===== src/fpe_params.svh =====
// Constants for the flash program/erase host sequencer.
// Assumes a 10 MHz system clock and a 16-bit parallel flash outside.
`ifndef FPE_PARAMS_SVH
`define FPE_PARAMS_SVH

`define FPE_CLK_PERIOD_NS        100
`define FPE_PROG_MAX_US          50
`define FPE_PROG_MAX_CYC         ((`FPE_PROG_MAX_US * 1000) / `FPE_CLK_PERIOD_NS)
`define FPE_ERASE_MAX_S          3
// Divide first: three seconds in nanoseconds overflows a 32-bit int
`define FPE_ERASE_MAX_CYC        (`FPE_ERASE_MAX_S * (1000000000 / `FPE_CLK_PERIOD_NS))
`define FPE_POLL_HIGH_MIN_NS     150
`define FPE_POLL_HIGH_CYC        \
    ((`FPE_POLL_HIGH_MIN_NS + `FPE_CLK_PERIOD_NS - 1) / `FPE_CLK_PERIOD_NS)
`define FPE_CMD_CHIP_ERASE       16'h0010
`define FPE_CMD_MAIN_ERASE       16'h0030
`define FPE_TOGGLE_BIT           6
`define FPE_POLL_BIT             7

`endif


===== src/fpe_pkg.sv =====
// Types for the flash program/erase host sequencer.
// Assumes fpe_params.svh supplies the numeric constants.
package fpe_pkg;

    typedef enum logic [1:0]
    {
        FPE_OP_PROG       = 2'h0,
        FPE_OP_CHIP_ERASE = 2'h1,
        FPE_OP_MAIN_ERASE = 2'h2
    } fpe_op_t;

    typedef struct packed
    {
        fpe_op_t     op;
        logic [15:0] addr;
        logic [15:0] data;
    } fpe_req_t;

    typedef struct packed
    {
        logic        ce_b;
        logic        oe_b;
        logic        we_b;
        logic [15:0] addr;
        logic [15:0] dq_out;
        logic        dq_oe_b;
    } fpe_pins_t;

endpackage


===== src/fpe_host.sv =====
// Host sequencer: writes the final program or erase cycle, then polls
// the toggle status line until it stops changing (for a program, also until the poll bit matches the data) or a timeout expires.
// Assumes the unlock cycles, if any, are issued by the caller beforehand.
`include "fpe_params.svh"

module fpe_host #(
    parameter int PROG_CYC  = `FPE_PROG_MAX_CYC,
    parameter int ERASE_CYC = `FPE_ERASE_MAX_CYC
) (
    input  wire logic              clk_sys,
    input  wire logic              rst_b,
    input  wire logic              req_valid,
    input  wire fpe_pkg::fpe_req_t req,
    output logic                   req_ready,
    output logic                   done,
    output logic                   timeout,
    output fpe_pkg::fpe_pins_t     pins,
    input  wire logic [15:0]       dq_in
);

    localparam int HIGH_CYC = `FPE_POLL_HIGH_CYC;

    typedef enum logic [5:0]
    {
        S_IDLE  = 6'h01,
        S_WRITE = 6'h02,
        S_HIGH  = 6'h04,
        S_READ  = 6'h08,
        S_CHECK = 6'h10,
        S_DONE  = 6'h20
    } fpe_state_t;

    // ========================================================
    // State
    // ========================================================
    fpe_state_t         state_r, state_nxt;
    fpe_pkg::fpe_req_t  req_r, req_nxt;
    fpe_pkg::fpe_pins_t pins_r, pins_nxt;
    logic [31:0]        tmo_r, tmo_nxt;
    logic [3:0]         cnt_r, cnt_nxt;
    logic               prev_r, prev_nxt;
    logic               have_r, have_nxt;
    logic               done_r, done_nxt;
    logic               tout_r, tout_nxt;
    logic               rdy_r, rdy_nxt;

    always_comb
    begin
        state_nxt = state_r;
        req_nxt   = req_r;
        pins_nxt  = pins_r;
        tmo_nxt   = tmo_r;
        cnt_nxt   = cnt_r;
        prev_nxt  = prev_r;
        have_nxt  = have_r;
        done_nxt  = 1'b0;
        tout_nxt  = 1'b0;
        rdy_nxt   = 1'b0;
        unique case (state_r)
            S_IDLE:
            begin
                rdy_nxt = 1'b1;
                if (req_valid && rdy_r)
                begin
                    rdy_nxt = 1'b0;
                    req_nxt = req;
                    pins_nxt.addr = req.addr;
                    pins_nxt.dq_out = (req.op == fpe_pkg::FPE_OP_CHIP_ERASE) ?
                                      `FPE_CMD_CHIP_ERASE :
                                      (req.op == fpe_pkg::FPE_OP_MAIN_ERASE) ?
                                      `FPE_CMD_MAIN_ERASE : req.data;
                    pins_nxt.dq_oe_b = 1'b0;
                    pins_nxt.ce_b    = 1'b0;
                    pins_nxt.we_b    = 1'b0;
                    pins_nxt.oe_b    = 1'b1;
                    cnt_nxt   = 4'h0;
                    have_nxt  = 1'b0;
                    tmo_nxt   = (req.op == fpe_pkg::FPE_OP_PROG) ?
                                PROG_CYC[31:0] : ERASE_CYC[31:0];
                    state_nxt = S_WRITE;
                end
            end
            S_WRITE:
            begin
                // Write pulse one cycle (100 ns) meets the 50 ns minimum
                pins_nxt.we_b    = 1'b1;
                pins_nxt.ce_b    = 1'b1;
                pins_nxt.dq_oe_b = 1'b1;
                state_nxt = S_HIGH;
            end
            S_HIGH:
            begin
                pins_nxt.oe_b = 1'b1;
                pins_nxt.ce_b = 1'b1;
                cnt_nxt = cnt_r + 4'h1;
                if (tmo_r != 32'h0)
                    tmo_nxt = tmo_r - 32'h1;
                if (cnt_r + 4'h1 >= HIGH_CYC[3:0])
                begin
                    pins_nxt.oe_b = 1'b0;
                    pins_nxt.ce_b = 1'b0;
                    state_nxt = S_READ;
                end
            end
            S_READ:
            begin
                // Access time is under one cycle; sample one cycle later
                if (tmo_r != 32'h0)
                    tmo_nxt = tmo_r - 32'h1;
                state_nxt = S_CHECK;
            end
            S_CHECK:
            begin
                pins_nxt.oe_b = 1'b1;
                pins_nxt.ce_b = 1'b1;
                cnt_nxt  = 4'h0;
                prev_nxt = dq_in[`FPE_TOGGLE_BIT];
                have_nxt = 1'b1;
                if (have_r && (dq_in[`FPE_TOGGLE_BIT] == prev_r) &&
                    ((req_r.op != fpe_pkg::FPE_OP_PROG) ||
                     (dq_in[`FPE_POLL_BIT] == req_r.data[`FPE_POLL_BIT])))
                begin
                    done_nxt  = 1'b1;
                    state_nxt = S_DONE;
                end
                else if (tmo_r == 32'h0)
                begin
                    tout_nxt  = 1'b1;
                    state_nxt = S_DONE;
                end
                else
                begin
                    tmo_nxt   = tmo_r - 32'h1;
                    state_nxt = S_HIGH;
                end
            end
            S_DONE:
            begin
                rdy_nxt   = 1'b1;
                state_nxt = S_IDLE;
            end
        endcase
    end

    always_ff @(posedge clk_sys)
    begin
        if (!rst_b)
        begin
            state_r <= S_IDLE;
            req_r   <= '0;
            pins_r  <= '{ce_b: 1'b1, oe_b: 1'b1, we_b: 1'b1, addr: 16'h0000,
                         dq_out: 16'h0000, dq_oe_b: 1'b1};
            tmo_r   <= 32'h0;
            cnt_r   <= 4'h0;
            prev_r  <= 1'b0;
            have_r  <= 1'b0;
            done_r  <= 1'b0;
            tout_r  <= 1'b0;
            rdy_r   <= 1'b0;
        end
        else
        begin
            state_r <= state_nxt;
            req_r   <= req_nxt;
            pins_r  <= pins_nxt;
            tmo_r   <= tmo_nxt;
            cnt_r   <= cnt_nxt;
            prev_r  <= prev_nxt;
            have_r  <= have_nxt;
            done_r  <= done_nxt;
            tout_r  <= tout_nxt;
            rdy_r   <= rdy_nxt;
        end
    end

    assign pins      = pins_r;
    assign done      = done_r;
    assign timeout   = tout_r;
    assign req_ready = rdy_r;

    // ========================================================
    // Checks
    // ========================================================
    // Cycles since the request was taken; only the bound checks read it
    logic [31:0]        age_r, age_nxt;
    logic [31:0]        tmo_limit;

    always_comb
    begin
        age_nxt   = (state_r == S_IDLE) ? 32'h0 : age_r + 32'h1;
        tmo_limit = (req_r.op == fpe_pkg::FPE_OP_PROG) ? PROG_CYC[31:0] : ERASE_CYC[31:0];
    end

    always_ff @(posedge clk_sys)
    begin
        if (!rst_b)
            age_r <= 32'h0;
        else
            age_r <= age_nxt;
    end
endmodule // fpe_host


===== config.mk =====
export PLATFORM = sky130hd
export DESIGN_NAME = fpe_host
export DESIGN_NICKNAME = d
export VERILOG_FILES = /design/src/fpe_pkg.sv /design/src/fpe_host.sv
export VERILOG_INCLUDE_DIRS = /design/src
export SDC_FILE = /design/constraint.sdc
export NUM_CORES = 1
export LEC_CHECK = 0
export ABC_AREA = 1
export BUFFER_PORTS_ARGS = -buffer_cell sky130_fd_sc_hd__buf_2
export CORE_UTILIZATION = 39
export CTS_BUF_LIST = sky130_fd_sc_hd__clkbuf_16
export CTS_CLUSTER_SIZE = 8
export DETAILED_ROUTE_END_ITERATION = 7
export PLACE_DENSITY_LB_ADDON = 0.2
export SLEW_MARGIN = 20
export SYNTH_ARGS = -nofsm -noshare
export SYNTH_HDL_FRONTEND = slang
export SYNTH_SLANG_ARGS = --single-unit

===== constraint.sdc =====
create_clock -name clk_sys -period 5 [get_ports clk_sys]
set_input_delay 0 -clock clk_sys [delete_from_list [all_inputs] [get_ports clk_sys]]
set_output_delay 0 -clock clk_sys [all_outputs]
set_load 0.005 [all_outputs]

# Word-level counts from Yosys, hierarchy flattened
# Cells that the tools add are included.
# classes
addsub,2
n_mux,27
reduce_logical,24
bitwise_logic,2
n_eq_ne,15
magnitude_cmp,1
# op_table
operator,n
$mux W32,4
$pmux W32 S3,1
$mux W36,1
$pmux W6 S6,1
$logic_not A32 Y1,1
$mux W16,2
$reduce_bool A32 Y1,1
$sub A32 B1 Y32 const B,1
$mux W25,1
$mux W6,4
$reduce_and A2 Y1,7
$pmux W4 S3,1
$reduce_bool A3 Y1,3
$ne A2 B2 Y1 const B,4
$pmux W1 S2,4
$eq A6 B1 Y1 const B,1
$eq A6 B2 Y1 const B,1
$eq A6 B3 Y1 const B,1
$eq A6 B4 Y1 const B,1
$eq A6 B5 Y1 const B,1
$eq A6 B6 Y1 const B,1
$pmux W1 S3,2
$reduce_bool A2 Y1,3
$reduce_and A5 Y1,1
other kinds (15),23
# totals
word_cells,87
inputBits,53
register_bits,93
out_inout_bits,39

# Longest topological paths before layout
# Gate-level depths: netlist of the first run.
# depth
word_depth,5
depth_mapped,12
depth_no_buf,12

# Least setup slack after synthesis of the first run
# Ideal clock, no wire load.
# synth_path
path_type,flip-flop to flip-flop
start,reg tmo_r[0]
end,reg tmo_r[10]
path_stages_with_launch,11
arrival_ns,1.628
path_buffers,1
synth_period_minus_slack_ns,1.768
path_slack_ns,3.232
setup_time_ns,0.140
t_required_ns,4.860
path_cell_list,dfxtp_1 -> inv_1 -> ha_1 -> nand2_2 -> nor2_4 -> nand2_2 -> o21ai_2 -> nand2_4 -> clkbuf_1 -> nand3_1 -> a21oi_2
# synth_between
elab_chain_len,4
elab_cells_between_ends,10
cone_classes,add/sub (1); eq/ne (2); mux (4); reduce/logical (3)
# synth_rtl
item,line_no,source
start: declaration,fpe_host.sv:39,"logic [31:0] tmo_r, tmo_nxt;"
start signal: assignment,fpe_host.sv:166,tmo_r <= tmo_nxt;
$sub A32 B1 Y32,"fpe_host.sv:97, fpe_host.sv:109, fpe_host.sv:133",
$mux W32,fpe_host.sv:126,else if (tmo_r == 32'h0)
$mux W32,fpe_host.sv:119,if (have_r && (dq_in[`FPE_TOGGLE_BIT] == prev_r) &&
$pmux W32 S3,fpe_host.sv:59,unique case (state_r)
# Parallel ways exist; a longest one is shown, timed or not. The select of a mux whose other input is x is not followed.
# A chain may end at the register's enable or synchronous reset.

# Worst setup path in the final report of the first run
# layout_path
start,reg state_r[5]
end,reg tmo_r[23]
# layout_between
elab_chain_len,4
elab_cells_between_ends,12
cone_classes,eq/ne (8); mux (1); reduce/logical (3)
# layout_rtl
item,line_no,source
start: declaration,fpe_host.sv:36,"fpe_state_t state_r, state_nxt;"
start signal: assignment,fpe_host.sv:163,state_r <= state_nxt;
$eq A6 B3 Y1 or $eq A6 B4 Y1 (tied branches),fpe_host.sv:59,
$reduce_or A2 Y1 (no source line),-,
$ne A2 B1 Y1 (no source line) or $reduce_bool A3 Y1 (tied branches),-,
$reduce_and A5 Y1 (no source line),-,
# Parallel ways exist; a longest one is shown, timed or not.

==> key figures, run 1 <==
Outcome
  • Status: finished, final reports clean

Cells and area
  • Finished Cell Area: 5532 µm²
  • Share of cells above drive strength 1: 18.40%
  • Nets: 830
  • Fillers: 1093
  • Multi-input logic area: 2436 µm²
  • Area growth, synth to finish: 24.26%
  • Number of antenna diodes: 0
  • FF+latch area: 1702 µm²

Timing
  • Min Tclk post-route: 2.495 ns
  • Final setup skew: 0.006879 ns
  • Setup Viol. Count Final: 0
  • Final worst path period share: 49.90%
  • FMAX: 0.4008 GHz
  • RSZ-0062 raised after global routing: false
  • Worst slew margin: 32.77%
  • Final Slew Violations: 0
  • Hold violation total from the final report: 0
  • Worst slew pin tran: 1.007 ns
  • Fin Setup TNS: 0 ns

Synthesis
  • Yosys warning count: 0
  • Number of synthesized flops with an enable pin: 0
  • Synth Register Bits: 85
  • Ys async rst share: 0%
  • Top FF cell, synth: dfxtp_1
  • Netlist cell types: 35
  • Synth Area per Inst: 6.595 µm²
  • Synthesized area: 4452 µm²
  • Synth area leaders: dfxtp_1 38%, nand2_1 14%, nor2_1 12%, nand3_1 6.1%, a21oi_1 4.6%
  • Top-area cell type share of the netlist area: 38.22%
  • Mapped Cells: 675
  • Leading area contributor after synthesis: dfxtp_1
  • Sequential area share after synthesis: 38.22%
  • Syn nets: 731

Route
  • DRT Wirelength: 11.71 mm
  • DR vias: 4522
  • Antenna Violating Nets Remaining: 0
  • DR iter-0 viols: 274
  • DRC Markers: 0
  • DRT Pass-1 Iters: 4
  • WL per Instance: 12.77 µm
  • Via density per instance: 4.931

Clocking
  • CTS Sinks: 85
  • H-Tree Depth: 3
  • Max Root-Sink Buffers: 2
  • Clock Pin Slew Worst Setup and Hold Paths: 0.06 ns
  • CTS Buf Count: 9
  • Postcts setup bufs: 0
  • Worst-skew pair later-pin latency: 0.34 ns
  • Post-CTS sizing: 0
  • CTS tree: built
  • Clock root buffer: clkbuf_16

Placed design
  • GPL Wtd Cong: 0.9168
  • Post-detail-place hpwl: 8.101 mm
  • Port-buffer cells: 77
  • Cell Area, Placed: 4901 µm²

Worst setup path
  • Critical path launch point type: flip-flop
  • CP Class: reg -> reg
  • CP arrival: 2.76 ns
  • Critical path capture point type: flip-flop
  • Worst reg2reg setup slack: 2.50 ns
  • Worst EP required: 5.27 ns
  • Worst-path fanout max: 22

Power
  • Max VDD drop: 0.0002249 V
  • Leakage: 2.553 nW
  • Final Power: 2.499 mW
  • Pwr per Cell Area: 451.8 nW/µm²

Global route
  • Initial antenna violation count: 0
  • Remaining global-route overflow: 0
  • First-pass GRT wire length: 19.07 mm
  • GR Util All Layers: 20.55%
  • Largest net degree at the start of global routing: 43
  • Vias in the first global route: 4216

Floorplan
  • Die area: 11850 µm²
  • Ports: 92
  • Starting density of the core: 40.53%
  • Rows: 38
  • Die Y: 108.8 µm
  • CORE AREA: 10980 µm²
  • Die X: 108.8 µm

Worst hold path
  • HP Class: in -> reg

Flow run
  • Max-Cap Viols: 0
-- cells by family after synthesis --
group / Yosys count / synth area share (%)
buffers and inverters: 76 / 7.110
AOI/OAI and AO/OA: 98 / 12.84
DFF: 85 / 38.22
and+or+nand+nor: 402 / 38.81
xor gates and xnor gates: 11 / 2.164
adders and majority gates: 3 / 0.8433
-- stage by stage --
stage               setup WS, ns  hold slack (ns)  util [%]  std cells
finish                     2.505          0.09408     50.36        917
global route               2.174           0.1074     50.36        917
CTS                        2.430          0.08068     50.36        917
detailed placement         2.484           0.2308     44.62        868
global placement           2.486           0.2211     44.62        868
floorplan                  3.232           0.1349         -        675
-- registers in the layout, indices dropped and copies added (netlist names) --
register   count
timeout        1
prev_r         1
have_r         1
state_r        6
cnt_r          4
req_r          3
pins          35
tmo_r         32
req_ready      1
done           1
-- layout by cell type, fill, tap and decap left out, types with 2 or more instances in the layout --
| master | Yosys | layout |
|---|---|---|
| o21ai_0 | 32 | 32 |
| clkbuf_16 | 0 | 9 |
| nand2_1 | 162 | 162 |
| nor2_2 | 4 | 5 |
| clkinv_1 | 1 | 2 |
| nand3_1 | 54 | 54 |
| inv_1 | 47 | 47 |
| nand2_2 | 17 | 17 |
| nor2_1 | 140 | 139 |
| nor3_1 | 4 | 4 |
| dfxtp_1 | 85 | 85 |
| buf_4 | 2 | 2 |
| a21oi_2 | 16 | 16 |
| ha_1 | 3 | 3 |
| xor2_1 | 10 | 10 |
| nor2_4 | 3 | 3 |
| nand4_1 | 10 | 10 |
| inv_2 | 2 | 2 |
| or2_2 | 3 | 3 |
| o21bai_1 | 4 | 4 |
| dlygate4sd3_1 | 0 | 35 |
| a21oi_1 | 41 | 41 |
| buf_2 | 1 | 77 |
-- report_power, final --
group / internal (mW) / switching (mW)
Clock: 0.379 / 0.261
Combinational: 0.328 / 0.711
Sequential: 0.756 / 0.0644
-- Yosys cell counts (4+ instances only) --
cell / count
nand4_1: 10
nor3_1: 4
nor2_1: 140
inv_1: 47
nor2_2: 4
a21oi_1: 41
nand2_1: 162
nand3_1: 54
a21oi_2: 16
clkbuf_1: 19
xor2_1: 10
o21bai_1: 4
dfxtp_1: 85
o21ai_0: 32
nand2_2: 17
-- what timing repair did --
| action | CTS | global route |
|---|---|---|
| hold endpoints to repair | 36 | 0 |
| hold buffers | 35 | 0 |
| endpoints found under the setup margin | 0 | 0 |
-- area by class of cell --
type | count | area share [%]
tap | 140 | 3.167
timing repair buffer | 114 | 13.57
clock inverter | 5 | 0.9952
multi-input combinational | 514 | 44.04
clock buffer | 9 | 4.071
sequential | 85 | 30.76
inverter | 50 | 3.393
-- worst paths after layout --
kind | to | startpoint | depth (start not counted)
worst min-delay path | req_ready | req_valid | 4
worst max-delay path | tmo_r[23] | state_r[5] | 10
worst max register to register | tmo_r[23] | state_r[5] | 10
worst min register to register | pins[35] | pins[35] | 2
-- critical path, cell delays in order (launching register included) --
cell and delay (ns):
dfxtp_1 0.36, inv_2 0.06, nand2_1 0.06, nor2_1 0.06, o21ai_1 0.14, nand2_1 0.32
inv_1 0.65, o21ai_0 0.37, nand2_2 0.24, nor2_1 0.06, nor2_1 0.10
-- per-layer routing --
| metal | vias to the layer above | global-route usage (%) | routed length, µm | part of all wire, % |
|---|---|---|---|---|
| met5 | - | 0 | 0 | 0 |
| met4 | 0 | 7.143 | 226 | 1.9 |
| met3 | 14 | 4.662 | 429 | 3.7 |
| met2 | 82 | 35.67 | 5754 | 49 |
| met1 | 2069 | 24.83 | 5303 | 45 |
| li1 | 2357 | - | - | - |
No activity file was read; power rests on OpenSTA's default activity.
==> run 2: changes to the inputs <==
==> constraint.sdc (replaced) <==
create_clock -name clk_sys -period 2.3 [get_ports clk_sys]
set_input_delay 0 -clock clk_sys [delete_from_list [all_inputs] [get_ports clk_sys]]
set_output_delay 0 -clock clk_sys [all_outputs]
set_load 0.005 [all_outputs]
==> run 2 against run 1 <==
Against the previous run: first-iteration DRC count increased by 13%; wire length increased by 5.7%; register-to-register slack got worse by 2.3 ns.
==> key figures, run 2 (synthesis gave the netlist of run 1 again) <==
Floorplan
  • Starting density of the core: 40.53% (unchanged)
  • Ports: 92 (unchanged)
  • Die Y: 108.8 µm (unchanged)
  • Die area: 11850 µm² (unchanged)
  • Die X: 108.8 µm (unchanged)
  • CORE AREA: 10980 µm² (unchanged)
  • Rows: 38 (unchanged)

Cells and area
  • Share of cells above drive strength 1: 19.49% (+1.1 points)
  • Largest register FFs: 35 (unchanged)
  • Commonest non-fill, non-tap cell in the layout: nand2_1
  • Number of antenna diodes: 0 (unchanged)
  • Final core occ: 51.17% (+0.81 points)
  • Area growth, synth to finish: 26.25%
  • Most frequent cells in the layout: 162 x nand2_1, 139 x nor2_1, 85 x dfxtp_1
  • Nets: 841 (+1.3%)

Timing
  • Final setup skew: 0.005532 ns (-0.001347 ns)
  • FMAX: 0.4797 GHz (+20%)
  • Fin Setup TNS: 0 ns (unchanged)
  • Hold Slack: 0.09081 ns (-0.003273 ns)
  • Final worst path period share: 90.64% (+41 points)
  • Hold violation total from the final report: 0 (unchanged)
  • Min Tclk post-route: 2.085 ns (-0.4105 ns)
  • Final Slew Violations: 0 (unchanged)
  • Worst slew pin tran: 1.007 ns (-0.00003552 ns)
  • RSZ-0062 raised after global routing: false
  • Setup Viol. Count Final: 0 (unchanged)
  • Worst slew margin: 32.77% (about the same)

Global route
  • Largest net degree at the start of global routing: 49 (+14%)
  • GR Util All Layers: 21.51% (+0.96 points)
  • Initial antenna violation count: 0 (unchanged)
  • Remaining global-route overflow: 0 (unchanged)
  • Vias in the first global route: 4393 (+4.2%)
  • First-pass GRT wire length: 19.96 mm (+4.7%)

Route
  • DRT Wirelength: 12.38 mm (+5.7%)
  • DR iter-0 viols: 309 (+13%)
  • DRC Markers: 0 (unchanged)
  • DRT Pass-1 Iters: 4 (unchanged)
  • WL per Instance: 13.32 µm (+4.2%)
  • Via density per instance: 4.967 (+0.72%)
  • Antenna Violating Nets Remaining: 0 (unchanged)
  • DR vias: 4619 (+2.1%)

Clocking
  • H-Tree Depth: 3 (unchanged)
  • Max Root-Sink Buffers: 2 (unchanged)
  • Worst-skew pair later-pin latency: 0.35 ns (about the same)
  • CTS Buf Count: 9 (unchanged)
  • Postcts setup bufs: 0 (unchanged)
  • CTS Sinks: 85 (unchanged)
  • Clock root buffer: clkbuf_16
  • Clock Pin Slew Worst Setup and Hold Paths: 0.06 ns (about the same)
  • CTS tree: built

Worst setup path
  • CP arrival: 2.33 ns (-0.43 ns)
  • CP Class: reg -> reg
  • Worst EP required: 2.54 ns (-2.73 ns)
  • Worst-path fanout max: 9 (-59%)
  • Critical path launch point type: flip-flop
  • Critical path capture point type: flip-flop

Placed design
  • Post-detail-place hpwl: 8.518 mm (+5.2%)
  • Port-buffer cells: 77 (unchanged)
  • GPL Wtd Cong: 0.8991 (-1.9%)

Worst hold path
  • HP Class: in -> reg

Power
  • Pwr per Cell Area: 988.0 nW/µm² (+120%)
  • Final Power: 5.553 mW (+120%)
  • Leakage: 2.605 nW (+2.0%)
  • Max VDD drop: 0.0004758 V (+110%)

Outcome
  • Status: finished, final reports clean

Flow run
  • Max-Cap Viols: 0 (unchanged)
run 2: cell type report:
type	instances	area [µm²]
Inverter	50	187.7
Sequential cell	85	1702
Timing Repair Buffer	125	845.8
Fill cell	1086	5363
Clock buffer	9	225.2
Tap cell	140	175.2
Clock inverter	7	41.29
Multi-Input combinational cell	514	2444
run 2: where the power goes:
part	switching, mW	internal (mW)	total, mW	leakage, nW
registers	0.140	1.64	1.78	0.691
clock network	0.628	0.726	1.35	0.132
logic	1.60	0.812	2.42	1.78
run 2: final timing paths:
| path | from | endpoint | slack (ns) | cells after the start |
|---|---|---|---|---|
| setup / recovery | tmo_r[17] | tmo_r[16] | 0.22 | 11 |
| hold / removal | dq_in[7] | done | 0.09 | 5 |
| setup reg to reg | tmo_r[17] | tmo_r[16] | 0.22 | 11 |
| hold reg to reg | pins[33] | pins[33] | 0.46 | 2 |
run 2: critical path: stages, from the launching register on:
cell and delay [ns]:
dfxtp_1 0.36, nor2_1 0.17, nand2_1 0.09, nor2_1 0.30, nand3_2 0.17, nor2_2 0.18
nand2_1 0.14, nand3_4 0.16, buf_4 0.22, nand2_1 0.08, nand2_1 0.07, nor2_1 0.05
run 2: timing repair:
item                                    CTS  global route
resized for setup                         0             1
hold buffers                             35             0
hold endpoints to repair                 36             0
endpoints found under the setup margin    0             2
run 2: stage by stage:
stage / instances / worst slack (ns) / cell area, µm²
floorplan: 675 / 0.5318 / 4452
global placement: 879 / 0.2207 / 4996
detailed placement: 879 / 0.1747 / 4996
CTS: 930 / 0.1482 / 5613
global route: 930 / 0.04501 / 5620
finish: 930 / 0.2153 / 5620
run 2: layer usage:
metal  wire length [µm]  global-route usage [%]  vias up
met4                277                   9.846        0
met2               6056                   37.07       79
met5                  0                       0        -
li1                   -                       -     2382
met3                400                   3.706       19
met1               5649                   26.01     2139
